$ cat config.mk
export PLATFORM = sky130hd
export DESIGN_NAME = spi_regs
export DESIGN_NICKNAME = d
export VERILOG_FILES = /design/src/core/sync2.v /design/src/core/sclk_gen.v /design/src/core/spi_regs.v
export VERILOG_INCLUDE_DIRS = /design/src /design/src/core
export SDC_FILE = /design/constraint.sdc
export NUM_CORES = 1
export LEC_CHECK = 0
export BUFFER_PORTS_ARGS = -buffer_cell sky130_fd_sc_hd__buf_2
export CAP_MARGIN = 20
export CORE_MARGIN = 1.5
export CORE_UTILIZATION = 57
export DETAILED_ROUTE_END_ITERATION = 16
export MAX_ROUTING_LAYER = met4
export PLACE_DENSITY = 0.85
export RECOVER_POWER = 50
export REMOVE_ABC_BUFFERS = 1
export SETUP_SLACK_MARGIN = 0.1
export SYNTH_ARGS = -nofsm -noshare
export SYNTH_HDL_FRONTEND = slang
export SYNTH_SLANG_ARGS = --single-unit
$ cat constraint.sdc
create_clock -name CLK -period 6.1 [get_ports CLK]
set_input_delay 0.305 -clock CLK [delete_from_list [all_inputs] [get_ports CLK]]
set_output_delay 0.305 -clock CLK [all_outputs]
set_load 0.005 [all_outputs]
$ cat src/core/spi_regs_defines.vh
// Constants for the serial peripheral register block
`ifndef SPI_REGS_DEFINES_VH
`define SPI_REGS_DEFINES_VH
// Register indices (byte address is four times the index)
`define IDX_DATA_IO        8'h21
`define IDX_CONTROL        8'h22
`define IDX_CTRL_STATUS    8'h23
`define IDX_IRQ_STATUS     8'h24
`define IDX_IRQ_MASK       8'h25
// Control register fields
`define CR_IRQ_EN          7
`define CR_PORT_EN         6
`define CR_DIV_EN          5
`define CR_MASTER          4
`define CR_CPOL            3
`define CR_CPHA            2
`define CR_RATE_HI         1
`define CR_RATE_LO         0
// Control/status fields
`define SR_DONE            7
`define SR_COLL            6
`define SR_OVR             5
`define SR_MODE_FAULT_FLAG            4
`define SR_RSVD            3
`define SR_OUT_DIS         2
`define SR_SOFT_SEL        1
`define SR_SEL_LVL         0
// Event status bits
`define EV_DONE            0
`define EV_MODE_FAULT_FLAG            1
`define EV_OVR             2
`define EV_COLL            3
`define EV_W               4
// Reset values
`define CR_RESET           8'h00
`define SR_RESET           8'h00
`define BYTE_ZERO          8'h00
`define BIT_COUNT_LAST     3'h7
`define DIV_W              7
`endif

$ cat src/core/sync2.v
// Two-flop synchroniser for pin inputs
`timescale 1ns/1ns
`default_nettype none
module sync2 (
  input  wire clk,   // Block clock
  input  wire rst_n, // Asynchronous reset, active low
  input  wire d,     // Asynchronous input
  output wire q      // Synchronised level
);
  reg s1_r;
  reg s2_r;
  // First stage read only by second stage
  always @(posedge clk or negedge rst_n) begin
    if (!rst_n) begin
      s1_r <= 1'b1;
      s2_r <= 1'b1;
    end else begin
      s1_r <= d;
      s2_r <= s1_r;
    end
  end
  assign q = s2_r;
endmodule // sync2
`default_nettype wire

$ cat src/core/sclk_gen.v
// Master serial clock divider, rate from divider and rate bits
`timescale 1ns/1ns
`default_nettype none
module sclk_gen (
  input  wire       clk,     // Block clock
  input  wire       rst_n,   // Asynchronous reset, active low
  input  wire       run,     // Divider running
  input  wire [2:0] rate,    // {div_en, rate_hi, rate_lo}
  output reg        tick     // One-cycle pulse per half serial period
);
  reg  [6:0] cnt_r;
  reg  [6:0] half;
  // Half period in clocks: f/4..f/128
  always @* begin
    case (rate)
      3'h4: half = 7'h01;
      3'h0: half = 7'h03;
      3'h1: half = 7'h07;
      3'h6: half = 7'h0f;
      3'h2: half = 7'h1f;
      3'h3: half = 7'h3f;
      default: half = 7'h3f;
    endcase
  end
  // Count up to each half-period tick
  always @(posedge clk or negedge rst_n) begin
    if (!rst_n) begin
      cnt_r <= 7'h00;
      tick  <= 1'b0;
    end else if (!run) begin
      cnt_r <= 7'h00;
      tick  <= 1'b0;
    end else if (cnt_r == half) begin
      cnt_r <= 7'h00;
      tick  <= 1'b1;
    end else begin
      cnt_r <= cnt_r + 7'h01;
      tick  <= 1'b0;
    end
  end
endmodule // sclk_gen
`default_nettype wire

$ cat src/core/spi_regs.v
// Serial peripheral interface: APB registers, select management, shifter
// Overview of operation
// (RL1) Master mode select low sets mode fault
// (RL2) Interrupt enable raises interrupt on fault
// (RL3) Fault clears: control access then write
// (RL4) Software writes zero to reserved bit
// (RL5) Output disable releases serial data output
// (RL6) Soft manage bit picks internal select
// (RL7) Internal level zero selects, one deselects
// (RL8) Master data write starts byte transfer
// (RL9) Last serial cycle copies byte to buffer
// (RL10) Data read returns buffer, not shifter
// (RL11) Data writes ignored while done, unread status
// (RL12) Accepted write loads shifter directly
// (RL13) Registers at 21h, 22h, 23h; reset values
// (RL14) Mode fault clears port and master bits
// (RL15) Done flag set; cleared by status-data sequence
// (RL16) Reserved status bit reads zero
`timescale 1ns/1ns
`default_nettype none
`include "spi_regs_defines.vh"
module spi_regs (
  input  wire        CLK,        // Clock, 20 MHz
  input  wire        RST_N,      // Asynchronous reset, active low
  input  wire        PSEL,       // APB select
  input  wire        PENABLE,    // APB access phase
  input  wire        PWRITE,     // APB direction
  input  wire [11:0] PADDR,      // APB byte address
  input  wire [31:0] PWDATA,     // APB write data
  output reg  [31:0] PRDATA,     // APB read data
  output reg         PREADY,     // APB ready
  output reg         PSLVERR,    // APB error, unmapped address
  output reg         IRQ,        // Level interrupt
  input  wire        SCK_I,      // Serial clock in
  output reg         SCK_O,      // Serial clock out
  output reg         SCK_OE_N,   // Serial clock enable, low drives
  input  wire        MOSI_I,     // Master-out line in
  output reg         MOSI_O,     // Master-out line out
  output reg         MOSI_OE_N,  // Master-out enable, low drives
  input  wire        MISO_I,     // Master-in line in
  output reg         MISO_O,     // Master-in line out
  output reg         MISO_OE_N,  // Master-in enable, low drives
  input  wire        SS_N        // Slave select pin, active low
);
  reg  [7:0] ctrl_r;
  reg        done_r, coll_r, ovr_r, mode_fault_flag_r;
  reg  [2:0] selcfg_r;    // out_dis, soft_sel, sel_lvl
  reg  [7:0] shift_r;
  reg  [7:0] rxbuf_r;
  reg  [2:0] bitcnt_r;
  reg        busy_r;
  reg        phase_r;     // Master: 0 before leading edge, 1 before trailing
  reg        sck_prev_r;
  reg        sr_seen_r;   // Status read with done or collision set
  reg        cr_seen_r;   // Control accessed while fault set
  reg  [`EV_W-1:0] ev_r;
  reg  [`EV_W-1:0] mask_r;
  wire       sck_s, mosi_s, miso_s, ss_s;
  wire       tick;
  // Pin synchronisers, one per input
  wire [3:0] pins_a = {SCK_I, MOSI_I, MISO_I, SS_N};
  wire [3:0] pins_s;
  genvar gi;
  generate
    for (gi = 0; gi < 4; gi = gi + 1) begin : g_sync
      sync2 u_sync (.clk(CLK), .rst_n(RST_N), .d(pins_a[gi]), .q(pins_s[gi]));
    end
  endgenerate
  assign sck_s  = pins_s[3];
  assign mosi_s = pins_s[2];
  assign miso_s = pins_s[1];
  assign ss_s   = pins_s[0];
  // Effective select level
  wire sel_n    = selcfg_r[1] ? selcfg_r[0] : ss_s;        // see (RL6) see (RL7)
  wire master   = ctrl_r[`CR_MASTER];
  wire enabled  = ctrl_r[`CR_PORT_EN];
  wire fault    = master & enabled & ~sel_n;                 // see (RL1)
  // APB decode
  wire        acc     = PSEL & PENABLE & PREADY;
  wire [9:0]  idx     = PADDR[11:2];
  wire        a_data  = (idx == {2'h0, `IDX_DATA_IO});
  wire        a_ctrl  = (idx == {2'h0, `IDX_CONTROL});
  wire        a_sr    = (idx == {2'h0, `IDX_CTRL_STATUS});
  wire        a_ist   = (idx == {2'h0, `IDX_IRQ_STATUS});
  wire        a_imsk  = (idx == {2'h0, `IDX_IRQ_MASK});
  wire        mapped  = a_data | a_ctrl | a_sr | a_ist | a_imsk;
  wire        wr      = acc & PWRITE;
  wire        rd      = acc & ~PWRITE;
  wire        data_ok = wr & a_data & ~(done_r & ~sr_seen_r);    // see (RL11)
  wire        start   = data_ok & master & enabled & ~busy_r;     // see (RL8)
  wire        collide = wr & a_data & busy_r;
  // Serial edges seen on the sampled clock, or made by the divider
  wire cpol    = ctrl_r[`CR_CPOL];
  wire cpha    = ctrl_r[`CR_CPHA];
  wire s_rise  = sck_s & ~sck_prev_r;
  wire s_fall  = ~sck_s & sck_prev_r;
  wire s_lead  = cpol ? s_fall : s_rise;
  wire s_trail = cpol ? s_rise : s_fall;
  wire m_lead  = busy_r & tick & ~phase_r;
  wire m_trail = busy_r & tick & phase_r;
  wire slave_on = ~master & enabled & ~sel_n;
  wire lead    = master ? m_lead : (slave_on & s_lead);
  wire trail   = master ? m_trail : (slave_on & s_trail);
  // Master samples and shifts on its trailing tick: the synchronised return
  // bit has settled by then, and MOSI moves as SCK goes back to idle
  wire samp_e  = master ? trail : (cpha ? trail : lead);
  wire din     = master ? miso_s : mosi_s;
  wire last    = samp_e & (bitcnt_r == `BIT_COUNT_LAST);
  wire byte_end = last;

  sclk_gen u_sclk (
    .clk   (CLK),
    .rst_n (RST_N),
    .run   (busy_r & master),
    .rate  ({ctrl_r[`CR_DIV_EN], ctrl_r[`CR_RATE_HI], ctrl_r[`CR_RATE_LO]}),
    .tick  (tick)
  );

  // Control register and hardware clear on fault
  always @(posedge CLK or negedge RST_N) begin
    if (!RST_N) begin
      ctrl_r <= `CR_RESET;                                       // see (RL13)
    end else if (fault) begin
      ctrl_r[`CR_PORT_EN] <= 1'b0;                               // see (RL14)
      ctrl_r[`CR_MASTER]  <= 1'b0;                               // see (RL14)
    end else if (wr & a_ctrl) begin
      ctrl_r <= PWDATA[7:0];
    end
  end

  // Software-owned select/output bits; reserved bit never stored
  always @(posedge CLK or negedge RST_N) begin
    if (!RST_N) begin
      selcfg_r <= 3'h0;
    end else if (wr & a_sr) begin
      selcfg_r <= PWDATA[`SR_OUT_DIS:`SR_SEL_LVL];              // see (RL16)
    end
  end

  // Fault flag with its clear sequence; set wins
  always @(posedge CLK or negedge RST_N) begin
    if (!RST_N) begin
      mode_fault_flag_r    <= 1'b0;
      cr_seen_r <= 1'b0;
    end else begin
      if (fault) begin
        mode_fault_flag_r <= 1'b1;                                          // see (RL1)
      end else if (wr & a_ctrl & cr_seen_r) begin
        mode_fault_flag_r <= 1'b0;                                          // see (RL3)
      end
      if (acc & a_ctrl & ~(wr & cr_seen_r)) begin
        cr_seen_r <= mode_fault_flag_r;                                     // see (RL3)
      end else if (wr & a_ctrl) begin
        cr_seen_r <= 1'b0;
      end
    end
  end

  // Done, overrun and collision flags
  always @(posedge CLK or negedge RST_N) begin
    if (!RST_N) begin
      done_r    <= 1'b0;
      ovr_r     <= 1'b0;
      coll_r    <= 1'b0;
      sr_seen_r <= 1'b0;
    end else begin
      if (rd & a_sr) begin
        sr_seen_r <= done_r | coll_r;
      end else if (acc & a_data) begin
        sr_seen_r <= 1'b0;
      end
      if (byte_end) begin
        done_r <= 1'b1;                                          // see (RL15)
      end else if (acc & a_data & sr_seen_r) begin
        done_r <= 1'b0;                                          // see (RL15)
      end
      if (byte_end & done_r) begin
        ovr_r <= 1'b1;
      end else if (rd & a_sr) begin
        ovr_r <= 1'b0;
      end
      if (collide) begin
        coll_r <= 1'b1;
      end else if (acc & a_data & sr_seen_r) begin
        coll_r <= 1'b0;
      end
    end
  end

  // Shifter, bit counter and receive buffer
  always @(posedge CLK or negedge RST_N) begin
    if (!RST_N) begin
      shift_r    <= `BYTE_ZERO;
      rxbuf_r    <= `BYTE_ZERO;
      bitcnt_r   <= 3'h0;
      busy_r     <= 1'b0;
      phase_r    <= 1'b0;
      sck_prev_r <= 1'b1;
    end else begin
      sck_prev_r <= sck_s;
      if (data_ok & ~busy_r) begin
        shift_r  <= PWDATA[7:0];                                 // see (RL12)
        bitcnt_r <= 3'h0;
      end else begin
        if (samp_e) begin
          shift_r  <= {shift_r[6:0], din};
          bitcnt_r <= bitcnt_r + 3'h1;
        end
        if (last) begin
          rxbuf_r <= {shift_r[6:0], din};                        // see (RL9)
        end
      end
      if (start) begin
        phase_r <= 1'b0;
      end else if (tick & busy_r) begin
        phase_r <= ~phase_r;
      end
      // Busy from start, or from a slave's first leading edge, to the eighth sample
      if (start) begin
        busy_r <= 1'b1;
      end else if (!enabled | byte_end) begin
        busy_r <= 1'b0;
      end else if (~master & slave_on & s_lead) begin
        busy_r <= 1'b1;
      end
    end
  end

  // Sticky events, cleared by writing one; set wins
  wire [`EV_W-1:0] ev_set = {collide, byte_end & done_r, fault, byte_end};
  always @(posedge CLK or negedge RST_N) begin
    if (!RST_N) begin
      ev_r   <= {`EV_W{1'b0}};
      mask_r <= {`EV_W{1'b0}};
    end else begin
      ev_r <= ev_set | (ev_r & ~((wr & a_ist) ? PWDATA[`EV_W-1:0] : {`EV_W{1'b0}}));
      if (wr & a_imsk) begin
        mask_r <= PWDATA[`EV_W-1:0];
      end
    end
  end

  // Read mux
  reg [7:0] rdv;
  always @* begin
    rdv = `BYTE_ZERO;
    if (a_data) rdv = rxbuf_r;                                   // see (RL10)
    if (a_ctrl) rdv = ctrl_r;
    if (a_sr)   rdv = {done_r, coll_r, ovr_r, mode_fault_flag_r, 1'b0, selcfg_r}; // see (RL16)
    if (a_ist)  rdv = {4'h0, ev_r};
    if (a_imsk) rdv = {4'h0, mask_r};
  end

  // APB answer: one wait state, ready on second access cycle
  always @(posedge CLK or negedge RST_N) begin
    if (!RST_N) begin
      PREADY  <= 1'b0;
      PRDATA  <= 32'h00000000;
      PSLVERR <= 1'b0;
    end else begin
      PREADY  <= PSEL & PENABLE & ~PREADY;
      PSLVERR <= PSEL & PENABLE & ~PREADY & ~mapped;
      if (PSEL & PENABLE & ~PREADY & ~PWRITE) begin
        PRDATA <= {24'h000000, rdv};
      end
    end
  end

  // Interrupt and pin drivers, all registered
  always @(posedge CLK or negedge RST_N) begin
    if (!RST_N) begin
      IRQ       <= 1'b0;
      SCK_O     <= 1'b0;
      SCK_OE_N  <= 1'b1;
      MOSI_O    <= 1'b0;
      MOSI_OE_N <= 1'b1;
      MISO_O    <= 1'b0;
      MISO_OE_N <= 1'b1;
    end else begin
      IRQ <= (ctrl_r[`CR_IRQ_EN] & (done_r | mode_fault_flag_r | ovr_r))   // see (RL2)
             | (|(ev_r & mask_r));
      SCK_O     <= cpol ^ (busy_r & master & phase_r);
      SCK_OE_N  <= ~(enabled & master);
      MOSI_O    <= shift_r[7];
      MOSI_OE_N <= ~(enabled & master & ~selcfg_r[2]);          // see (RL5)
      MISO_O    <= shift_r[7];
      MISO_OE_N <= ~(slave_on & ~selcfg_r[2]);                  // see (RL5)
    end
  end
endmodule // spi_regs
`default_nettype wire

==> run metrics, run 1 <==
routed via count=2,832; Final Max Tran Viols=0; pre-CTS setup slack=3.44 ns; CTS tree=done; Buffers on Ports=43; syn_area_per_cell=10.6 µm²; Fill cells=506; synth top area cells=dfrtp_1, mux2_2, dfstp_2; Final setup viols=0; Final min period=2.57 ns; WL/cell=16.9 µm; clk_lat worst skew=0.36 ns; I/O Pins=94; critical path launch point type=flip-flop; gr usage total=25.0%; post-route ant nets=0; clk sink count=79; die height=84.7 µm; DR DRC count=0; Crit Path Class=flip-flop to flip-flop; ANT cells=0; worst hold endpoint=g_sync[3].u_sync.s1_r; number of buffers created by CTS=9; drt total wl=8170 µm; Critical Path RT=6.34 ns; full die area=7170 µm²; Site Rows=29; Netlist Area Pre-Place=3800 µm²; Leak Pwr=2.00 nW; Max-Cap Viols=0; R2R cell count=5; Worst setup EP type=flip-flop; post-synth top area cell=dfrtp_1; Die W=84.7 µm; Initial DRC Count=296; post-CTS sizing=0; initial antenna violation count=0; P&R area growth vs syn=12.1%; Inst Count DP=467; Initial Util=59.6%; Core Util, Final=66.8%; Hold Startpoint=SCK_I; register-to-register setup slack=3.53 ns; cts hold-fix bufs=0; Final Hold Viols=0; vias in the first global route=2,815; PwrDens=259 nW/µm²; Final Net Count=457; Non-Filler Instances=483; layout cells sized above 1=26.1%; Max Clock Skew=0.0101 ns; Syn. warnings=0; CTS Buffer Depth=2; reg-to-reg endpoint=rxbuf_r[3]; Reg-to-Reg Start=ctrl_r[4]; f_max=389 MHz; arrival time worst endpoint=2.81 ns; Yosys reg bits=79; gpl congestion=0.902; hold-critical path depth=1; sum of negative setup slack=0 ns; Synth Instances=360; Worst-Margin Slew=0.961 ns; Core Box Area=6390 µm²; CTS clk-pin slew, worst paths=0.09 ns; H-tree depth=3; fin crit share=42.2%; sequential area share after synthesis=52.4%; Yosys top cell area share=44.1%; Post-CTS Setup Bufs=0; unrepaired setup endpoints after global routing=no; detail-routed via count per cell=5.86; status=finished clean; Cell variety after synth=48; Max IR drop VDD=218 µV; largest net degree at the start of global routing=80; min-delay worst type=input pin to flip-flop; root buffer cell=clkbuf_8; worst-path fanout max=13; first-pass GRT wire length=13,500 µm; drt first pass iters=5; leading cell type in the layout, fill and taps excluded=dfrtp_1; Worst Slack Setup Final=3.53 ns; Detailed Place HPWL=5780 µm; Max-slew headroom=35.9%; most frequent cells in the layout=dfrtp_1, nand2_1, buf_2; total congestion overflow=0
[registers in the layout, summed over array words and instances (netlist names), 3 cells and up]
name	count
bitcnt_r	3
u_sclk.cnt_r	7
ctrl_r	8
shift_r	8
mask_r	4
ev_r	4
PRDATA	8
selcfg_r	3
g_sync.u_sync.q	4
rxbuf_r	8
g_sync.u_sync.s1_r	4
[through the flow]
step                total power, mW  hold WS, ns  cell area, µm²
floorplan                     0.557      0.00941            3650
global placement              0.586        0.346            3980
detailed placement            0.588        0.349            3980
CTS                            1.11       0.0340            4270
global route                   1.13       0.0304            4270
finish                         1.10       0.0442            4270
[report_power, final]
part           internal [mW]  switching, mW  leakage, nW
Sequential             0.530        0.00247        0.982
Combinational         0.0133         0.0316        0.873
Clock                  0.330          0.196        0.143
[cell families after synthesis]
| logic type | after synthesis | share of synthesized area [%] |
|---|---|---|
| buf+inv | 42 | 6.84 |
| flops | 79 | 52.4 |
| fa+ha+maj | 3 | 0.987 |
| mux | 34 | 9.90 |
| simple gates | 126 | 16.6 |
| other cells | 1 | 0.0986 |
| xor+xnor | 10 | 2.30 |
| compound gates | 65 | 10.9 |
[worst max-delay path, cell delays in order (launching register included)]
cell	delay [ns]
dfrtp_1	0.52
or3_1	0.46
a2111o_1	0.45
nand3_1	0.47
nand3_4	0.23
mux2_2	0.32
[metal layers]
layer / vias up / routed length, µm / global-route usage, %
li1: 1300 / - / -
met1: 1393 / 3390 / 31.6
met4: 0 / 197 / 12.5
met2: 118 / 4020 / 38.9
met5: - / 0 / -
met3: 21 / 561 / 4.72
[final cells by class]
class | instances | area (µm²) | area share, %
clock inverters | 2 | 60.1 | 1.41
repair buffers | 44 | 225 | 5.28
inverters | 5 | 18.8 | 0.440
clock buffers | 14 | 228 | 5.34
well taps | 77 | 96.3 | 2.26
multi-input cells | 262 | 1650 | 38.6
flip-flops and latches | 79 | 1990 | 46.7
[cells in the mapped netlist (all sizes together)]
cell type  number
a222oi          1
a21o            3
conb            1
and2            3
o21ai          10
mux2           29
buf            27
or2             1
o22ai           4
nor4            3
or4b            2
nand4           1
nor2b           3
dfstp          12
o32ai           1
and4            1
or4             1
clkbuf         10
nor3            8
nand2b          4
nor3b           2
a21boi          2
dfrtp          67
nor4bb          1
a22o            4
a22oi           8
nand4b          2
or3             5
a21oi          22
a31oi           1
a2111o          1
o2bb2ai         1
nor2           30
mux2i           5
xor2            5
o31ai           7
ha              3
nand3          11
nor4b           1
inv             5
xnor2           5
nand2          43
and3            4
[worst max path at each step]
stage          startpoint    endpoint  slack [ns]  cells after the start
6_report        ctrl_r[4]  rxbuf_r[3]        3.53                      5
5_1_grt         ctrl_r[4]  rxbuf_r[2]        3.41                      5
4_1_cts         ctrl_r[4]  rxbuf_r[2]        3.55                      5
3_5_place_dp     PADDR[3]  rxbuf_r[1]        3.44                      6
3_3_place_gp     PADDR[2]  rxbuf_r[7]        3.44                      6
2_1_floorplan    PADDR[9]  shift_r[0]        3.49                      4
Note: power is estimated with default switching activity, not from simulation.
==> inputs of run 2 (changes only) <==
ABC_AREA = 1   (was unset)
CORE_UTILIZATION = 54   (was 57)
PLACE_DENSITY = 0.8   (was 0.85)
clock period = 2.7 ns   (was 6.1 ns; I/O delays follow)
==> run 2 against run 1 <==
Compared with the run above: combinational power rose to 2.6 times the previous value; cell count rose by 32%; cell area rose by 7.9%; die area rose by 15%; critical path type unchanged; largest power group unchanged; highest routed layer unchanged.
==> run metrics, run 2 <==
H-tree depth=3 (unchanged); dominant synthesized flop cell=dfrtp_1; Site Rows=31 (+6.9%); arrival time worst endpoint=2.13 ns (-0.68 ns); gr usage total=24.0% (-0.97 points); routed via count=3,424 (+21%); Worst-Margin Slew=1.06 ns (+0.102 ns); Top delay family on crit path=simple AND/OR/NAND/NOR gates; CTS clk-pin slew, worst paths=0.08 ns (about the same); Netlist Area Pre-Place=4170 µm² (+9.6%); Syn. warnings=0 (unchanged); syn_area_per_cell=8.53 µm² (-19%); P&R area growth vs syn=10.4%; Final min period=1.90 ns (-0.671 ns); full die area=8260 µm² (+15%); largest net degree at the start of global routing=80 (unchanged); PwrDens=510 nW/µm² (+97%); post-synth top area cell=dfrtp_1; Die W=90.9 µm (+7.3%); R2R cell count=9 (+4); Final Max Tran Viols=0 (unchanged); pre-CTS setup slack=0.866 ns (-2.57 ns); Max-Cap Viols=0 (unchanged); CTS Buffer Depth=2 (unchanged); Crit Path Class=flip-flop to flip-flop; CP bufs+invs=2 (+2); post-route ant nets=0 (unchanged); synth top area cells=dfrtp_1, nand2_1, nand3_1; sequential area share after synthesis=47.8% (-4.6 points); Yosys reg bits=79 (unchanged); worst-path fanout max=13 (unchanged); CTS tree=done; Synth Instances=489 (+36%); Reg-to-Reg Start=ctrl_r[4]; count of flip-flops with a built-in enable after synthesis=0 (unchanged); layout cells sized above 1=19.3% (-6.8 points); WL/cell=14.2 µm (-16%); max incr delay on CP=0.53 ns (about the same); total congestion overflow=0 (unchanged); clk sink count=79 (unchanged); status=finished clean; FFs w/ async S/R, synth=100% (unchanged); Yosys top cell area share=40.2% (-3.9 points); root buffer cell=clkbuf_8; Final Net Count=592 (+30%); critical path launch point type=flip-flop; Leak Pwr=2.47 nW (+24%); post-CTS sizing=0 (unchanged); Final setup viols=0 (unchanged); Worst setup EP type=flip-flop; register-to-register setup slack=0.80 ns (-2.73 ns); Final Hold Viols=0 (unchanged); Fill cells=654 (+29%); most frequent cells in the layout=nand2_1, nand3_1, dfrtp_1; clk_lat worst skew=0.35 ns (about the same); Initial DRC Count=270 (-8.8%); leading cell type in the layout, fill and taps excluded=nand2_1; reg-to-reg endpoint=shift_r[2]; drt total wl=9060 µm (+11%); gpl congestion=0.944 (+4.6%); Initial Util=56.6% (-3.0 points); DR DRC count=0 (unchanged); sum of negative setup slack=0 ns (unchanged); slowest library cell on the worst path=dfrtp_1; hold-critical path depth=3 (+2); unrepaired setup endpoints after global routing=no; most common cell in the netlist=nand2_1; top cells by count, synth=nand2_1, nand3_1, dfrtp_1; I/O Pins=94 (unchanged); fin crit share=70.4% (+28 points); number of buffers created by CTS=9 (unchanged); Buffers on Ports=43 (unchanged); ANT cells=0 (unchanged); Worst Slack Setup Final=0.798 ns (-2.73 ns); crit-path cells=inv_1 > nand2_1 > nor2_2 > nand2_1 > nand2_2 > nand2_2 > clkinv_1 > nand3_1 > nand3_1; Post-CTS Setup Bufs=0 (unchanged); min-delay worst type=input pin to flip-flop; die height=90.9 µm (+7.3%); Reg area=1990 µm² (unchanged); detail-routed via count per cell=5.36 (-8.6%); Hold Startpoint=PWDATA[5]; f_max=526 MHz (+35%); Max-slew headroom=28.8% (-7.1 points); vias in the first global route=3,278 (+16%); first-pass GRT wire length=15,200 µm (+12%); Max Clock Skew=0.00937 ns (-0.000781 ns); Core Box Area=7370 µm² (+15%); Multi-input gate area=1790 µm² (+9.0%); Max IR drop VDD=297 µV (+36%); worst hold endpoint=ctrl_r[5]; drt first pass iters=5 (unchanged); Critical Path RT=2.93 ns (-3.41 ns); initial antenna violation count=0 (unchanged); Detailed Place HPWL=6370 µm (+10%); Cell variety after synth=37 (-23%)
run 2: cell types whose count changed after synthesis, sizes merged, moves of 18 or more:
cell   delta
o21ai    +18
nand2    +94
a21oi    -20
mux2     -29
nand3    +63
inv      +44
run 2: final cells by class:
type | instances | area share, %
tap | 99 | 2.69
inverter | 51 | 4.16
multi-input combinational | 346 | 39.0
sequential | 79 | 43.3
timing repair buffer | 49 | 5.95
clock inverter | 4 | 2.07
clock buffer | 11 | 2.85
run 2: logic make-up after synthesis:
family,share of synthesized area (%)
AO/OA/AOI/OAI,6.36
XOR/XNOR,1.89
adder cells (fa/ha/maj),0.900
buffers and inverters,11.2
flip-flops,47.8
multiplexers,0.240
other,0.0899
AND/OR/NAND/NOR,31.5
run 2: tightest hold or removal path, cell delays in order:
cell     delay, ns
buf_2         0.11
inv_1         0.06
o21ai_2       0.05
run 2: repair_timing:
item	in CTS	in global routing
endpoints found under the setup margin	0	0
endpoints found under the hold margin	71	0
hold buffers	5	0
run 2: through the flow:
step	hold WS [ns]	instances	utilization (%)	area [µm²]	total power [mW]
CTS	0.0220	639	62.5	4610	2.36
floorplan	-0.161	476	-	3980	1.28
global placement	0.239	619	58.7	4330	1.34
detailed placement	0.241	619	58.7	4330	1.34
finish	0.0399	639	62.4	4600	2.35
global route	0.0418	639	62.4	4600	2.43
run 2: worst max-delay path by stage:
stage               slack (ns)  cells after the start         end      start
floorplan                 1.16                      6  rxbuf_r[0]     PREADY
global placement          0.90                      9   ctrl_r[7]  PADDR[11]
detailed placement        0.87                      9   ctrl_r[2]  PADDR[11]
CTS                       0.86                      9  shift_r[2]  ctrl_r[4]
global route              0.67                      9  shift_r[6]  ctrl_r[4]
finish                    0.80                      9  shift_r[2]  ctrl_r[4]
run 2: layer usage:
metal | track usage, % | routed length (µm)
met5 | - | 0
met4 | 13.0 | 240
met3 | 3.70 | 622
met2 | 37.2 | 4290
met1 | 30.5 | 3910
run 2: power breakdown:
| group | switching, mW | internal (mW) | leakage (nW) |
|---|---|---|---|
| clock | 0.413 | 0.609 | 0.113 |
| sequential | 0.00593 | 1.20 | 1.02 |
| combinational | 0.0845 | 0.0340 | 1.34 |
| total | 0.504 | 1.84 | 2.47 |
==> inputs of run 3 (changes only) <==
CORE_UTILIZATION = 49   (was 54)
PLACE_DENSITY = 0.76   (was 0.8)
clock period = 1.7 ns   (was 2.7 ns; I/O delays follow)
==> run 3 against run 2 <==
Compared with the run above: global-route usage decreased by 0.69 points; die area increased by 9.9%; routed wire length increased by 9.7%; combinational power increased by 77%; maximum frequency increased by 22%; worst hold slack got worse by 0.034 ns; sequential share of layout area decreased by 2.6 points; sequential power increased by 58%.
==> run metrics, run 3 (same netlist as run 2, synthesis figures left out) <==
max incr delay on CP=0.47 ns (-0.06 ns); leading cell type in the layout, fill and taps excluded=nand2_1; sum of negative setup slack=0 ns (unchanged); Comb pwr share=6.0% (+1.0 points); H-tree depth=3 (unchanged); Max Clock Skew=0.0110 ns (+0.00166 ns); vias in the first global route=3,294 (+0.49%); Power Total=3.50 mW (+49%); NetSw=0.849 mW (+69%); Final Net Count=620 (+4.7%); post-route ant nets=0 (unchanged); CTS tree=done; P&R area growth vs syn=17.7%; Final setup viols=0 (unchanged); largest net degree at the start of global routing=38 (-53%); Worst setup EP type=flip-flop; Leak Pwr=2.61 nW (+5.6%); Final Max Tran Viols=0 (unchanged); detail-routed via count per cell=5.22 (-2.5%); Critical Path RT=1.99 ns (-0.94 ns); Max-slew headroom=35.9% (+7.0 points); layout cells sized above 1=26.7% (+7.5 points); drt total wl=9940 µm (+9.7%); switching fraction of total power=24.2% (+2.8 points); PwrDens=714 nW/µm² (+40%); Die W=95.3 µm (+4.8%); CTS Buffer Depth=2 (unchanged); I/O Pins=94 (unchanged); most frequent cells in the layout=nand2_1, nand3_1, dfrtp_1; routed via count=3,520 (+2.8%); worst-path fanout max=7 (-6); status=finished clean; clock group share of total power=39.4% (-4.2 points); root buffer cell=clkbuf_8; CTS clk-pin slew, worst paths=0.08 ns (about the same); initial antenna violation count=0 (unchanged); full die area=9070 µm² (+9.9%); Buffers on Ports=43 (unchanged); clk sink count=79 (unchanged); Flop pwr share=54.7% (+3.3 points); Worst-Margin Slew=0.962 ns (-0.102 ns); ANT cells=0 (unchanged); number of buffers created by CTS=9 (unchanged); hold_ws=0.00555 ns (-0.0343 ns); arrival time worst endpoint=1.84 ns (-0.29 ns); Core Box Area=8220 µm² (+11%); Max IR drop VDD=485 µV (+63%); DR DRC count=0 (unchanged); min-delay worst type=input pin to flip-flop; placed instance area=4480 µm² (+3.4%); Initial Util=50.8% (-5.8 points); first-pass GRT wire length=15,600 µm (+3.0%); Max-Cap Viols=0 (unchanged); gpl congestion=0.929 (-1.6%); Detailed Place HPWL=7130 µm (+12%); Site Rows=33 (+6.5%); Final Hold Viols=0 (unchanged); unrepaired setup endpoints after global routing=yes; total congestion overflow=0 (unchanged); fin crit share=91.6% (+21 points); gr usage total=23.4% (-0.69 points); Inst Count DP=642 (+3.7%); crit-path cells=inv_2 > nand2_2 > nor2_4 > nand2_2 > nand2_4 > nand2_8 > nor2_4 > nand3_2 > nand2_1; critical path launch point type=flip-flop; die height=95.3 µm (+4.8%); clk_lat worst skew=0.35 ns (about the same); WL/cell=14.7 µm (+4.0%); internal power=2.65 mW (+44%); Initial DRC Count=248 (-8.1%); drt first pass iters=5 (unchanged); final instance area=4910 µm² (+6.6%); f_max=642 MHz (+22%); Final min period=1.56 ns (-0.345 ns); Crit Path Class=flip-flop to flip-flop; Non-Filler Instances=674 (+5.5%); slowest library cell on the worst path=dfrtp_2
==> run 3: cell type report <==
| class | count | area, µm² |
|---|---|---|
| clock inverter | 5 | 58.8 |
| inverter | 51 | 194 |
| clock buffer | 11 | 131 |
| sequential | 79 | 1990 |
| tap | 105 | 131 |
| timing repair buffer | 76 | 515 |
| multi-input combinational | 347 | 1880 |
| fill | 726 | 3310 |
==> run 3: what timing repair did <==
item | 4_1_cts | 5_1_grt
setup endpoints to repair | 16 | 25
hold buffers | 7 | 0
endpoints found under the hold margin | 31 | 0
cloned | 0 | 2
pin swaps | 0 | 9
resized for setup | 2 | 25
buffers inserted | 0 | 7
==> run 3: path summary, 6_finish.rpt <==
path | cells past startpoint | startpoint | slack (ns) | to
max | 9 | ctrl_r[4] | 0.14 | rxbuf_r[5]
min | 3 | PWDATA[6] | 0.006 | ctrl_r[6]
max reg2reg | 9 | ctrl_r[4] | 0.14 | rxbuf_r[5]
min reg2reg | 0 | g_sync[2].u_sync.s1_r | 0.36 | g_sync[2].u_sync.q
max in group asynchronous | 3 | RST_N | 0.36 | g_sync[1].u_sync.q
min in group asynchronous | 2 | RST_N | 0.41 | bitcnt_r[0]
==> run 3: stage by stage <==
step	utilization, %	setup WS (ns)
floorplan	-	0.164
global placement	54.5	0.141
detailed placement	54.5	0.0801
CTS	57.7	0.0924
global route	59.7	0.0428
finish	59.7	0.143
==> run 3: worst max-delay path, delay by kind of cell (launching register included) <==
family	cells	cell delay (ns)
flip-flops	1	0.47
AND/OR/NAND/NOR	8	0.92
buffers and inverters	1	0.09
==> run 3: power by group through the flow <==
stage                     Clock (mW)  Combinational, mW  Sequential [mW]
after floorplan                    0             0.0780             1.95
after CTS                       1.38              0.210             1.91
after detailed placement           0              0.197             1.95
after global routing            1.46              0.239             1.92
final                           1.38              0.209             1.91
after global placement             0              0.192             1.95
==> run 3: routing by layer <==
metal	vias to the layer above	wire, µm	track usage (%)
met3	28	621	4.63
met5	-	0	-
met4	0	325	9.83
met1	1657	4270	29.4
li1	1690	-	-
met2	145	4720	36.7
